==> src/rtl/mmpt_consts.svh <==
/*
 Constants of the maintenance monitor and pulse timer: register offsets,
 reset values, value limits and time figures. Assumes a 50 MHz clock.
*/
`ifndef MMPT_CONSTS_SVH
`define MMPT_CONSTS_SVH
`define MMPT_CLK_HZ 50000000
`define MMPT_TICK_MS 100
`define MMPT_TICK_CYC (`MMPT_CLK_HZ / 1000 * `MMPT_TICK_MS)
`define MMPT_HOUR_S 3600
`define MMPT_HOUR_TICKS (`MMPT_HOUR_S * 1000 / `MMPT_TICK_MS)
`define MMPT_HOURS_PER_UNIT 7'h64
`define MMPT_OFS_HOURS 8'h00
`define MMPT_OFS_THRESH 8'h04
`define MMPT_OFS_WINDOW 8'h08
`define MMPT_OFS_MASK 8'h0C
`define MMPT_OFS_REFCUR 8'h10
`define MMPT_OFS_SCR1 8'h14
`define MMPT_OFS_SCR2 8'h18
`define MMPT_OFS_STATUS 8'h1C
`define MMPT_OFS_MAP0 8'h20
`define MMPT_OFS_MAP1 8'h24
`define MMPT_OFS_MAP2 8'h28
`define MMPT_CNT_MAX 16'h270E
`define MMPT_OFF_VAL 16'h270F
`define MMPT_WIN_MIN 16'h0001
`define MMPT_WIN_RST 16'h000A
`define MMPT_MASK_MAX 16'h00C8
`define MMPT_REF_MAX 16'h1388
`define MMPT_FAN_HALF 8'h32
`define MMPT_T_CYCLE 8'hC8
`define MMPT_T_START 8'h0A
`define MMPT_T_INVHI 8'h23
`define MMPT_T_LOMIN 8'h05
`define MMPT_T_MAX 8'h5A
`define MMPT_T_MTMIN 8'h14
`define MMPT_PULSE_SCALE 8'h32
`define MMPT_CODE_LIFE 8'h5A
`define MMPT_CODE_PULSE 8'h5D
`define MMPT_CODE_DUE 8'h5F
`define MMPT_CODE_NEG 8'h64
`define MMPT_RELAY_IDX 2
`endif

==> src/rtl/mmpt_pkg.sv <==
/*
 Types of the maintenance monitor and pulse timer.
 Assumes the constants header is compiled alongside.
*/
package mmpt_pkg;
   typedef enum logic [3:0] {
      MMPT_IDLE = 4'b0000,
      MMPT_MASK = 4'b0001,
      MMPT_START = 4'b0010,
      MMPT_LOCUR = 4'b0011,
      MMPT_HIMT = 4'b0100,
      MMPT_ENDS = 4'b0101,
      MMPT_INVHI = 4'b0110,
      MMPT_INVLO = 4'b0111,
      MMPT_NODATA = 4'b1000
   } mmpt_state_e;
endpackage

==> src/rtl/mmpt_top.sv <==
/*
 Maintenance monitor and pulse timer: fan warning, energized hours counter
 with service alarm, current average pulse train, user scratch words and
 three output terminals, all behind an APB slave.
 Assumes the drive status inputs come from logic on sys_clk.
*/
// Summary of operation
// - Fan at or below half speed sets warning, status bit 2 and wearout alarm.
// - Powered time accumulates, hourly save strobe, counter shows 100 h units.
// - Hours counter saturates at 9998 and never wraps.
// - Counter read only; writing zero clears it only when it is 1 to 9998.
// - Service alarm when counter reaches threshold; threshold 9999 disables it.
// - Only whole hours are added; leftover fraction is dropped.
// - Monitor pulse repeats with a 20 s cycle during constant speed.
// - After reaching constant speed, samples are masked for 0 to 20 s.
// - Current averaged over 0.1 to 1.0 s during the 1 s start pulse.
// - Low pulse is average over reference times 5 s, clamped 0.5 to 9 s.
// - Reference current programmable 0 to 500 A, default rated current.
// - No masking or sampling while accelerating or decelerating.
// - Speed change in start pulse: invalid, 3.5 s high then 16.5 s low.
// - A started cycle completes even if speed keeps changing; only position control aborts it.
// - Zero current at cycle end suppresses pulses until next constant speed.
// - Cycle completed during speed change is followed by 20 s low.
// - Monitor pulse is inactive under position control.
// - Pulse maps only to the two open collector terminals, codes 93 or 193.
// - Service alarm maps to any terminal with codes 95 or 195.
// - Two scratch words take 0 to 9999, reset to 9999.
// - Scratch words steer nothing.
`timescale 1ns/1ns
`include "mmpt_consts.svh"
module mmpt_top #(
   parameter int TICK_CYC = `MMPT_TICK_CYC,
   parameter int HOUR_TICKS = `MMPT_HOUR_TICKS,
   parameter logic [15:0] RATED_CUR = 16'h0032
) (
   // Clock and reset.
   input wire logic sys_clk,
   input wire logic arst_n,
   // APB slave.
   input wire logic psel,
   input wire logic penable,
   input wire logic pwrite,
   input wire logic [7:0] paddr,
   input wire logic [31:0] pwdata,
   output logic [31:0] prdata,
   output logic pready,
   output logic pslverr,
   // Drive status; current in 0.1 A units.
   input wire logic [7:0] fanSpeedPct,
   input wire logic [3:0] otherLifeBits,
   input wire logic constSpeed,
   input wire logic posControl,
   input wire logic [15:0] outCurrent,
   // Outputs.
   output logic wearout_alarm_out,
   output logic service_due_out,
   output logic current_avg_pulse_out,
   output logic fan_warning_display,
   output logic service_due_display,
   output logic nvSaveStrobe,
   output logic [15:0] nvHours,
   output logic [2:0] termOut
);
   mmpt_pkg::mmpt_state_e state_reg, state_next;
   logic [31:0] tickCnt_reg;
   logic [31:0] hourTick_reg;
   logic [6:0] hourSub_reg;
   logic [15:0] hours_reg, thresh_reg, window_reg, mask_reg, refCur_reg;
   logic [15:0] scr1_reg, scr2_reg;
   logic [7:0] map_reg [3];
   logic [7:0] cyc_reg, phase_reg;
   logic [31:0] sum_reg, acc_reg;
   logic [3:0] nsamp_reg;
   logic suppress_reg, pulse_reg;

   // Bus decode.
   wire logic wrEn = psel & penable & pwrite;
   wire logic hitHours = paddr == `MMPT_OFS_HOURS;
   wire logic hitThresh = paddr == `MMPT_OFS_THRESH;
   wire logic hitWindow = paddr == `MMPT_OFS_WINDOW;
   wire logic hitMask = paddr == `MMPT_OFS_MASK;
   wire logic hitRef = paddr == `MMPT_OFS_REFCUR;
   wire logic hitScr1 = paddr == `MMPT_OFS_SCR1;
   wire logic hitScr2 = paddr == `MMPT_OFS_SCR2;
   wire logic hitStat = paddr == `MMPT_OFS_STATUS;
   wire logic [2:0] hitMap = {paddr == `MMPT_OFS_MAP2,
      paddr == `MMPT_OFS_MAP1, paddr == `MMPT_OFS_MAP0};
   wire logic hitAny = hitHours | hitThresh | hitWindow | hitMask | hitRef |
      hitScr1 | hitScr2 | hitStat | (|hitMap);
   wire logic [15:0] wd = pwdata[15:0];
   wire logic wdHi0 = pwdata[31:16] == 16'h0000;
   wire logic clrHours = wrEn & hitHours & wdHi0 & wd == 16'h0000 &
      hours_reg != 16'h0000;

   // Time base and hour counting.
   wire logic tick = tickCnt_reg == 32'(TICK_CYC - 1);
   wire logic hourDone = tick & hourTick_reg == 32'(HOUR_TICKS - 1);
   wire logic unitDone = hourDone & hourSub_reg == `MMPT_HOURS_PER_UNIT - 7'h01;

   always_ff @(posedge sys_clk or negedge arst_n) begin
      if (!arst_n) begin
         tickCnt_reg <= 32'h00000000;
      end else begin
         tickCnt_reg <= tick ? 32'h00000000 : tickCnt_reg + 32'h00000001;
      end
   end

   // Partial hours live only here and are never saved, so a power loss
   // drops them.
   always_ff @(posedge sys_clk or negedge arst_n) begin
      if (!arst_n) begin
         hourTick_reg <= 32'h00000000;
         hourSub_reg <= 7'h00;
         hours_reg <= 16'h0000;
         nvSaveStrobe <= 1'b0;
      end else begin
         nvSaveStrobe <= hourDone;
         if (clrHours) begin
            hourTick_reg <= 32'h00000000;
            hourSub_reg <= 7'h00;
            hours_reg <= 16'h0000;
         end else if (tick) begin
            hourTick_reg <= hourDone ? 32'h00000000 : hourTick_reg + 32'h1;
            if (hourDone) begin
               hourSub_reg <= unitDone ? 7'h00 : hourSub_reg + 7'h01;
            end
            if (unitDone && hours_reg != `MMPT_CNT_MAX) begin
               hours_reg <= hours_reg + 16'h0001;
            end
         end
      end
   end
   assign nvHours = hours_reg;

   // Configuration writes; out of range values are ignored.
   wire logic okThresh = wd <= `MMPT_OFF_VAL;
   wire logic okWindow = wd >= `MMPT_WIN_MIN & wd <= `MMPT_WIN_RST;
   always_ff @(posedge sys_clk or negedge arst_n) begin
      if (!arst_n) begin
         thresh_reg <= `MMPT_OFF_VAL;
         window_reg <= `MMPT_WIN_RST;
         mask_reg <= 16'h0000;
         refCur_reg <= RATED_CUR;
         scr1_reg <= `MMPT_OFF_VAL;
         scr2_reg <= `MMPT_OFF_VAL;
      end else if (wrEn && wdHi0) begin
         if (hitThresh && okThresh) thresh_reg <= wd;
         if (hitWindow && okWindow) window_reg <= wd;
         if (hitMask && wd <= `MMPT_MASK_MAX) mask_reg <= wd;
         if (hitRef && wd <= `MMPT_REF_MAX) refCur_reg <= wd;
         if (hitScr1 && okThresh) scr1_reg <= wd;
         if (hitScr2 && okThresh) scr2_reg <= wd;
      end
   end

   // Life and service alarms.
   assign fan_warning_display = fanSpeedPct <= `MMPT_FAN_HALF;
   wire logic [3:0] lifeBits = otherLifeBits |
      {1'b0, fan_warning_display, 2'b00};
   assign wearout_alarm_out = |lifeBits;
   assign service_due_out = thresh_reg != `MMPT_OFF_VAL &
      hours_reg >= thresh_reg;
   assign service_due_display = service_due_out;

   // Pulse train on 0.1 s ticks.
   wire logic run = constSpeed & ~posControl;
   wire logic [7:0] mtWidth = hours_reg[15:3] > 13'(`MMPT_T_MAX) ?
      `MMPT_T_MAX : (hours_reg[15:3] < 13'(`MMPT_T_MTMIN) ?
      `MMPT_T_MTMIN : hours_reg[10:3]);
   wire logic [35:0] refScaled = 36'(acc_reg + {16'h0000, refCur_reg}) *
      36'(window_reg[3:0]);
   wire logic [35:0] sumScaled = 36'(sum_reg) * 36'(`MMPT_PULSE_SCALE);
   wire logic loDone = (phase_reg >= `MMPT_T_LOMIN - 8'h01 &
      refScaled >= sumScaled) | phase_reg == `MMPT_T_MAX - 8'h01;
   wire logic cycEnd = cyc_reg == `MMPT_T_CYCLE - 8'h01;
   wire logic sampling = state_reg == mmpt_pkg::MMPT_START &
      {4'h0, nsamp_reg} < window_reg[7:0];

   always_comb begin
      state_next = state_reg;
      if (posControl) begin
         state_next = mmpt_pkg::MMPT_IDLE;
      end else if (tick) begin
         case (state_reg)
            mmpt_pkg::MMPT_IDLE: begin
               if (run && !suppress_reg) state_next = mmpt_pkg::MMPT_MASK;
            end
            mmpt_pkg::MMPT_MASK: begin
               if (!constSpeed) state_next = mmpt_pkg::MMPT_IDLE;
               else if ({8'h00, phase_reg} >= mask_reg)
                  state_next = mmpt_pkg::MMPT_START;
            end
            mmpt_pkg::MMPT_START: begin
               if (!constSpeed) state_next = mmpt_pkg::MMPT_INVHI;
               else if (phase_reg == `MMPT_T_START - 8'h01)
                  state_next = mmpt_pkg::MMPT_LOCUR;
            end
            mmpt_pkg::MMPT_LOCUR: begin
               if (loDone) state_next = mmpt_pkg::MMPT_HIMT;
            end
            mmpt_pkg::MMPT_HIMT: begin
               if (phase_reg == mtWidth - 8'h01)
                  state_next = mmpt_pkg::MMPT_ENDS;
            end
            mmpt_pkg::MMPT_INVHI: begin
               if (cyc_reg == `MMPT_T_INVHI - 8'h01)
                  state_next = mmpt_pkg::MMPT_INVLO;
            end
            mmpt_pkg::MMPT_ENDS, mmpt_pkg::MMPT_INVLO: begin
               if (cycEnd) begin
                  if (outCurrent == 16'h0000)
                     state_next = mmpt_pkg::MMPT_IDLE;
                  else if (!constSpeed)
                     state_next = mmpt_pkg::MMPT_NODATA;
                  else
                     state_next = mmpt_pkg::MMPT_START;
               end
            end
            mmpt_pkg::MMPT_NODATA: begin
               if (cycEnd) state_next = mmpt_pkg::MMPT_IDLE;
            end
            default: state_next = mmpt_pkg::MMPT_IDLE;
         endcase
      end
   end

   wire logic stepSt = state_next != state_reg;
   wire logic newCyc = stepSt & (state_next == mmpt_pkg::MMPT_START |
      state_next == mmpt_pkg::MMPT_NODATA);
   wire logic inCyc = state_reg != mmpt_pkg::MMPT_IDLE &
      state_reg != mmpt_pkg::MMPT_MASK;

   always_ff @(posedge sys_clk or negedge arst_n) begin
      if (!arst_n) begin
         state_reg <= mmpt_pkg::MMPT_IDLE;
         cyc_reg <= 8'h00;
         phase_reg <= 8'h00;
      end else begin
         state_reg <= state_next;
         if (newCyc || !inCyc && stepSt) cyc_reg <= 8'h00;
         else if (tick && inCyc) cyc_reg <= cyc_reg + 8'h01;
         if (stepSt) phase_reg <= 8'h00;
         else if (tick && phase_reg != 8'hFF) phase_reg <= phase_reg + 8'h01;
      end
   end

   // Sum of samples, then the reference accumulated once per low tick;
   // the low pulse ends when ref * ticks * window reaches sum * 50,
   // which avoids a divider.
   always_ff @(posedge sys_clk or negedge arst_n) begin
      if (!arst_n) begin
         sum_reg <= 32'h00000000;
         acc_reg <= 32'h00000000;
         nsamp_reg <= 4'h0;
      end else if (stepSt && state_next == mmpt_pkg::MMPT_START) begin
         sum_reg <= 32'h00000000;
         acc_reg <= 32'h00000000;
         nsamp_reg <= 4'h0;
      end else if (tick && sampling && constSpeed) begin
         sum_reg <= sum_reg + {16'h0000, outCurrent};
         nsamp_reg <= nsamp_reg + 4'h1;
      end else if (tick && state_reg == mmpt_pkg::MMPT_LOCUR) begin
         acc_reg <= acc_reg + {16'h0000, refCur_reg};
      end
   end

   // Suppression lasts until constant speed is lost.
   always_ff @(posedge sys_clk or negedge arst_n) begin
      if (!arst_n) begin
         suppress_reg <= 1'b0;
      end else if (!constSpeed) begin
         suppress_reg <= 1'b0;
      end else if (stepSt && state_next == mmpt_pkg::MMPT_IDLE &&
         inCyc && outCurrent == 16'h0000) begin
         suppress_reg <= 1'b1;
      end
   end

   wire logic pulseHigh = state_reg == mmpt_pkg::MMPT_START |
      state_reg == mmpt_pkg::MMPT_HIMT | state_reg == mmpt_pkg::MMPT_INVHI;
   always_ff @(posedge sys_clk or negedge arst_n) begin
      if (!arst_n) pulse_reg <= 1'b0;
      else pulse_reg <= pulseHigh;
   end
   assign current_avg_pulse_out = pulse_reg;

   // Terminal mapping; the relay terminal refuses the pulse codes.
   wire logic [7:0] wdCode = wd[7:0];
   wire logic [7:0] wdBase = wdCode >= `MMPT_CODE_NEG + `MMPT_CODE_LIFE ?
      wdCode - `MMPT_CODE_NEG : wdCode;
   wire logic codeOk = wd[15:8] == 8'h00 & (wdBase == `MMPT_CODE_LIFE |
      wdBase == `MMPT_CODE_PULSE | wdBase == `MMPT_CODE_DUE);
   genvar gi;
   generate
      for (gi = 0; gi < 3; gi++) begin : g_term
         wire logic [7:0] base = map_reg[gi] >= `MMPT_CODE_NEG ?
            map_reg[gi] - `MMPT_CODE_NEG : map_reg[gi];
         wire logic neg = map_reg[gi] >= `MMPT_CODE_NEG;
         wire logic src = base == `MMPT_CODE_LIFE ? wearout_alarm_out :
            base == `MMPT_CODE_PULSE ? pulse_reg :
            base == `MMPT_CODE_DUE & service_due_out;
         wire logic refuse = gi == `MMPT_RELAY_IDX &
            wdBase == `MMPT_CODE_PULSE;
         always_ff @(posedge sys_clk or negedge arst_n) begin
            if (!arst_n) begin
               map_reg[gi] <= `MMPT_CODE_LIFE;
               termOut[gi] <= 1'b0;
            end else begin
               if (wrEn && hitMap[gi] && wdHi0 && codeOk && !refuse)
                  map_reg[gi] <= wdCode;
               termOut[gi] <= src ^ neg;
            end
         end
      end
   endgenerate

   // Read mux; reads have no side effects. Scratch words only read back.
   wire logic [15:0] statWord = {6'h00, state_reg, service_due_display,
      fan_warning_display, lifeBits};
   wire logic [15:0] rdWord = hitHours ? hours_reg :
      hitThresh ? thresh_reg : hitWindow ? window_reg :
      hitMask ? mask_reg : hitRef ? refCur_reg :
      hitScr1 ? scr1_reg : hitScr2 ? scr2_reg :
      hitStat ? statWord : hitMap[0] ? {8'h00, map_reg[0]} :
      hitMap[1] ? {8'h00, map_reg[1]} : {8'h00, map_reg[2]};
   assign pready = 1'b1;
   assign pslverr = psel & penable & ~hitAny;
   assign prdata = hitAny ? {16'h0000, rdWord} : 32'h00000000;
endmodule

==> config.mk <==
export PLATFORM = sky130hd
export DESIGN_NAME = mmpt_top
export DESIGN_NICKNAME = d
export VERILOG_FILES = /design/src/rtl/mmpt_pkg.sv /design/src/rtl/mmpt_top.sv
export VERILOG_INCLUDE_DIRS = /design/src /design/src/rtl
export SDC_FILE = /design/constraint.sdc
export NUM_CORES = 1
export LEC_CHECK = 0
export BUFFER_PORTS_ARGS = -buffer_cell sky130_fd_sc_hd__buf_2
export CAP_MARGIN = 20
export CORE_MARGIN = 3
export CORE_UTILIZATION = 38
export DETAILED_ROUTE_END_ITERATION = 10
export SLEW_MARGIN = 20
export SYNTH_ARGS = -nofsm -noshare
export SYNTH_HDL_FRONTEND = slang
export SYNTH_SLANG_ARGS = --single-unit
==> constraint.sdc <==
create_clock -name sys_clk -period 9.55 [get_ports sys_clk]
set_input_delay 1.91 -clock sys_clk [delete_from_list [all_inputs] [get_ports sys_clk]]
set_output_delay 1.91 -clock sys_clk [all_outputs]
set_load 0.05 [all_outputs]
# ---- Yosys cells after proc, flatten, opt, wreduce, memory -nomap -nowiden
# Index checks and enable logic that the tools add are counted.
dict set report totals {
  elab_cells 269
  in_bits 75
  output_inout_bits 59
  reg_bits 301
}
dict set report op_classes {
  n_addsub 15
  n_lt_le_gt_ge 17
  bitwise_logic 40
  muxes 62
  reduce_logical 61
  mul 2
  n_eq_ne 47
}
# cell count
set op_table {}
lappend op_table {{$mux 32} 9}
lappend op_table {{$mux 16} 11}
lappend op_table {{$eq 8x7->1 const B} 13}
lappend op_table {{$mux 8} 12}
lappend op_table {{$add 32x1->32 const B} 2}
lappend op_table {{$add 32x16->32} 2}
lappend op_table {{$mux 4} 16}
lappend op_table {{$logic_not 16->1} 3}
lappend op_table {{$ge 36x36->1} 1}
lappend op_table {{$mul 33x4->36} 1}
lappend op_table {{$mul 32x5->35 const B} 1}
lappend op_table {{$add 32x16->33} 1}
lappend op_table {{$eq 32x16->1 const B} 1}
lappend op_table {{$eq 32x23->1 const B} 1}
lappend op_table {{$eq 8x5->1 const B} 4}
lappend op_table {{$eq 8x6->1 const B} 4}
lappend op_table {{$ne 16x14->1 const B} 2}
lappend op_table {{$pmux 4 s8} 1}
lappend op_table {{$sub 8x7->8 const B} 4}
lappend op_table {{$logic_and 1x1->1} 29}
lappend op_table {{$mux 7} 4}
lappend op_table {{$eq 8x4->1 const B} 3}
lappend op_table {{$ge 8x7->1 const B} 3}
lappend op_table {{$and 1x1->1} 20}
lappend op_table {{48 further kinds} 96}

# ---- Depth between registers and ports, before layout
dict set report depth {
  depth_word 15
  mapped_depth 39
  mapped_depth_nobuf 36
}

# ---- Least setup slack after synthesis
# No wires, ideal clock.
dict set report synth_path {
  path_type {flip-flop to flip-flop}
  start {register refCur_reg[0]}
  end {register sum_reg[17]}
  arrival_ns 7.686
  setup_time_ns 0.124
  path_stages_with_launch 38
  t_required_ns 9.426
  path_buffers 4
  synth_period_minus_slack_ns 7.809
  setup_slack_ns 1.741
  path_cell_list {dfrtp_1 > ha_1 > inv_1 > fa_1 > nor2b_1 > o31ai_1 > a31oi_1 > o21a_1 > a221oi_1 > a211o_1 > buf_2 > buf_2 > xor2_1 > nor2_1 > fa_1 > inv_1 > fa_1 > inv_1 > [... 2 more ...] > or3_1 > o21bai_1 > a21oi_1 > a21oi_1 > a311oi_1 > nor4b_1 > or3_1 > ha_1 > a21oi_1 > o221ai_1 > nor3_1 > nand3_1 > o221a_2 > a21o_1 > a21oi_2 > buf_4 > buf_6 > a21oi_2}
}
dict set report synth_between {
  elab_chain_cells 12
}
# item line_no
set synth_lines {}
lappend synth_lines {{start: declaration} mmpt_top.sv:68} ;# logic [15:0] hours_reg, thresh_reg, window_reg, mask_reg, refCur_reg;
lappend synth_lines {{start signal: assignment} mmpt_top.sv:150} ;# if (hitRef && wd <= `MMPT_REF_MAX) refCur_reg <= wd;
lappend synth_lines {{$add 32x16->33 (*)} mmpt_top.sv:170} ;# wire logic [35:0] refScaled = 36'(acc_reg + {16'h0000, refCur_reg}) *
lappend synth_lines {{$mul 33x4->36 (*)} mmpt_top.sv:170}
lappend synth_lines {{$ge 36x36->1 (*)} mmpt_top.sv:174} ;# refScaled >= sumScaled) | phase_reg == `MMPT_T_MAX - 8'h01;
lappend synth_lines {{$and 1x1->1 (*)} mmpt_top.sv:173} ;# wire logic loDone = (phase_reg >= `MMPT_T_LOMIN - 8'h01 &
lappend synth_lines {{$or 1x1->1 (*)} mmpt_top.sv:173}
lappend synth_lines {{$mux 4 (*)} mmpt_top.sv:199} ;# if (loDone) state_next = mmpt_pkg::MMPT_HIMT;
lappend synth_lines {{$pmux 4 s8 (*)} mmpt_top.sv:184} ;# case (state_reg)
lappend synth_lines {{$mux 4 (*)} mmpt_top.sv:183} ;# end else if (tick) begin
lappend synth_lines {{$mux 4 (*)} mmpt_top.sv:181} ;# if (posControl) begin
lappend synth_lines {{$ne 4x4->1 / $eq 4x2->1 (equally long branches)} {mmpt_top.sv:227, mmpt_top.sv:255}}
lappend synth_lines {{$logic_and 1x1->1 (*)} mmpt_top.sv:255} ;# end else if (stepSt && state_next == mmpt_pkg::MMPT_START) begin
lappend synth_lines {{$mux 32 / $reduce_bool 2->1 (equally long branches)} --}
lappend synth_lines {{end signal: assignment} mmpt_top.sv:260} ;# sum_reg <= sum_reg + {16'h0000, outCurrent};
lappend synth_lines {{end: declaration} mmpt_top.sv:72} ;# logic [31:0] sum_reg, acc_reg;
# Every way passes the cells marked *; elsewhere a longest branch is shown, timed or not.
# A chain may end at the register's enable or synchronous reset.

# ---- Final worst setup path
dict set report layout_path {
  start {register refCur_reg[0]}
  end {register sum_reg[11]}
}
# Same word-level chain as after synthesis.

==> summary.md <==
| Metric | Value |
|---|---|
| Synth Warn # | `0` |
| Clk buf depth | `3` |
| Clock power share | `52.7%` |
| Initial Util | `38.6%` |
| Register bit total from synthesis | `301` |
| Drt first pass iters | `6` |
| Crit end category | `register` |
| Routed WL | `70400 µm` |
| Worst reg2reg endpoint | `sum_reg[11]` |
| Tightest Pin Transition | `1.02 ns` |
| Final nets | `3534` |
| P_int | `2.21 mW` |
| Synthesized area per cell | `8.78 µm²` |
| Die ar. | `73600 µm²` |
| Floorplan row count | `96` |
| Psw | `0.724 mW` |
| Worst-Skew Late Latency | `0.58 ns` |
| Core Box Area | `69200 µm²` |
| Max stage delay on crit path | `0.52 ns` |
| Clock transition at the registers of the reported paths | `0.06 ns` |
| Clock sink count | `301` |
| Final worst slack | `0.785 ns` |
| Antenna violations before repair | `2` |
| Worst endpoint required time | `9.97 ns` |
| Max VDD drop | `141 µV` |
| Clk_skew | `0.0269 ns` |
| Sw Share | `24.7%` |
| Number of DRC markers in iteration 0 | `1373` |
| Num CTS Buffers | `39` |
| Number of global-route vias before repair | `21.5k` |
| Total GRT Usage | `18.9%` |
| Boundary Pins | `134` |
| Minimum clock period | `8.77 ns` |
| Combinational share of power | `3.8%` |
| Die width | `271 µm` |
| Period utilisation layout | `91.8%` |
| Startpoint types | `register` |
| Worst Hold Depth | `1` |
| Critical Path AT | `9.18 ns` |
| Largest net degree at the start of global routing | `98` |
| P_leak | `14.1 nW` |
| Area Overhead vs Synth | `10.6%` |
| CTS tree | `yes` |
| Grt met2 use | `31.6%` |
| PwrDens | `99.2 nW/µm²` |
| Top post-synthesis cells by area | `dfrtp_1 (24%), ha_1 (12%), fa_1 (6.8%)` |
| Setup TNS | `0 ns` |
| Post-synthesis instance area | `26700 µm²` |
| Reg-to-Reg Start | `refCur_reg[0]` |
| Die height | `271 µm` |
| Critical path class | `register to register` |
| CTS H-tree depth | `2` |
| CP Max Fanout | `68` |
| Crit-path slowest cell | `fa_1` |
| Filler instances | `6883` |
| Yosys top cell by area | `dfrtp_1` |
| Overflow after GRT | `0` |
| Grt met3 use | `2.44%` |
| Worst R2R Path Depth | `35` |
| Global-route wire length before repair | `115000 µm` |
| Min-delay src | `tickCnt_reg[4]` |
| Most frequent cell after synthesis | `inv_1` |
| Worst hold endpoint | `tickCnt_reg[4]` |
| Setup violators final | `0` |
| Post-synth EDFFs | `0` |
| WL/cell | `17.2 µm` |
| Post-Layout Cell Count | `4082` |
| Sequential share of power | `43.5%` |
| Sequential area share after synthesis | `28.4%` |
| Max cap viols | `0` |
| CTS Hold Bufs | `0` |
| DP Worst Slack | `0.854 ns` |
| DP Wirelength | `52000 µm` |
| M1 GR Usage | `25.9%` |
| Post-cts resize count | `0` |
| Reg2reg setup slack | `0.78 ns` |
| Fmax | `114 MHz` |
| Ys flop type | `dfrtp_1` |
| Vias per inst | `5.41` |
| Asr flop ratio synth | `100%` |
| Final antenna-violating net count | `0` |
| Total number of vias | `22.1k` |
| IO buf count | `116` |
| Drt drc | `0` |
| Share of cells above drive strength 1 | `12.0%` |
| RePlAce Congestion | `0.880` |
| Setup bufs post-CTS | `0` |
| Placed cell count | `4009` |
| Commonest cells in the netlist | `inv_1 (334), dfrtp_1 (260), ha_1 (249)` |
| RSZ-0062 raised after global routing | `false` |
| Synth top area share | `24.3%` |
| Clock tree root buffer cell | `clkbuf_16` |
| Final Max Slew Viols | `0` |
| HP Class | `register to register` |
| Slew Limit Headroom | `31.9%` |
| Status | `completed` |
| GRT busiest layer | `met2` |
| Cells after Synth | `3044` |
| Final hold violations | `0` |
| Netlist cell types | `99` |
[through the flow]
stage	power (mW)	util [%]	hold slack [ns]	area (µm²)
finish	2.93	42.7	0.470	29600
global route	3.04	42.7	0.496	29600
CTS	2.98	42.7	0.471	29600
detailed placement	1.41	40.8	0.460	28200
global placement	1.41	40.8	0.457	28200
floorplan	1.35	-	0.439	26800
[kinds of logic after synthesis]
family          after synthesis  synth area share (%)
simple gates                989                  19.5
compound gates              635                  15.4
buf+inv                     457                  6.89
fa+ha+maj                   340                  18.5
flops                       301                  28.4
xor+xnor                    215                  7.04
mux                         105                  4.24
other cells                   2                0.0281
[power groups by stage]
stage          combinational (mW)  sequential (mW)  clock [mW]
2_1_floorplan              0.0524             1.30           0
3_3_place_gp                0.113             1.30           0
3_5_place_dp                0.112             1.30           0
4_1_cts                     0.113             1.28        1.59
5_1_grt                     0.123             1.28        1.64
6_report                    0.112             1.28        1.55
[worst max path at each step]
stage / start / end / slack [ns] / depth (start not counted)
global placement: refCur_reg[0] / sum_reg[11] / 0.90 / 37
floorplan: refCur_reg[0] / sum_reg[17] / 1.74 / 37
global route: refCur_reg[0] / sum_reg[11] / 0.03 / 37
finish: refCur_reg[0] / sum_reg[11] / 0.78 / 35
CTS: refCur_reg[0] / sum_reg[11] / 0.82 / 37
detailed placement: refCur_reg[0] / sum_reg[11] / 0.85 / 37
[cells in the final DEF, fill, tap and decap left out, types with 22 or more instances in the layout]
cell       count
inv_1        334
dfrtp_1      260
ha_1         249
nor2_1       222
a21oi_1      203
nand2_1      189
o21ai_0      127
xnor2_1      124
buf_2        115
and2_1        91
nand3_1       91
xor2_1        91
fa_1          91
nor3_1        68
mux2_2        64
nand4_1       60
a21o_1        54
and3_1        52
nand2b_1      42
dfstp_2       41
mux2i_1       40
clkbuf_16     39
nor4_1        37
a211oi_1      28
buf_4         23
or3_1         22
[layout make-up]
class	count	area [µm²]	share of cell area (%)
Inverter	335	1260	4.25
Clock buffer	50	1100	3.71
Timing Repair Buffer	141	803	2.72
Sequential cell	301	7580	25.7
Tap cell	931	1160	3.94
Clock inverter	22	255	0.863
Multi-Input combinational cell	2301	17400	58.9
Antenna cell	1	2.50	0.00846
[worst max-delay path, delay by kind of cell, from the launching register on]
kind            cells  cell delay, ns
flops               1            0.40
fa+ha+maj           6            2.10
xor+xnor            2            0.42
buf+inv             5            0.68
simple gates        6            0.91
compound gates     16            4.03
[per-layer routing]
metal	wire length (µm)	share of wire, %
met1	32900	47
met3	2840	4.0
met4	1560	2.2
met2	33100	47
met5	0	0
Note: power is estimated with default switching activity, not from simulation.
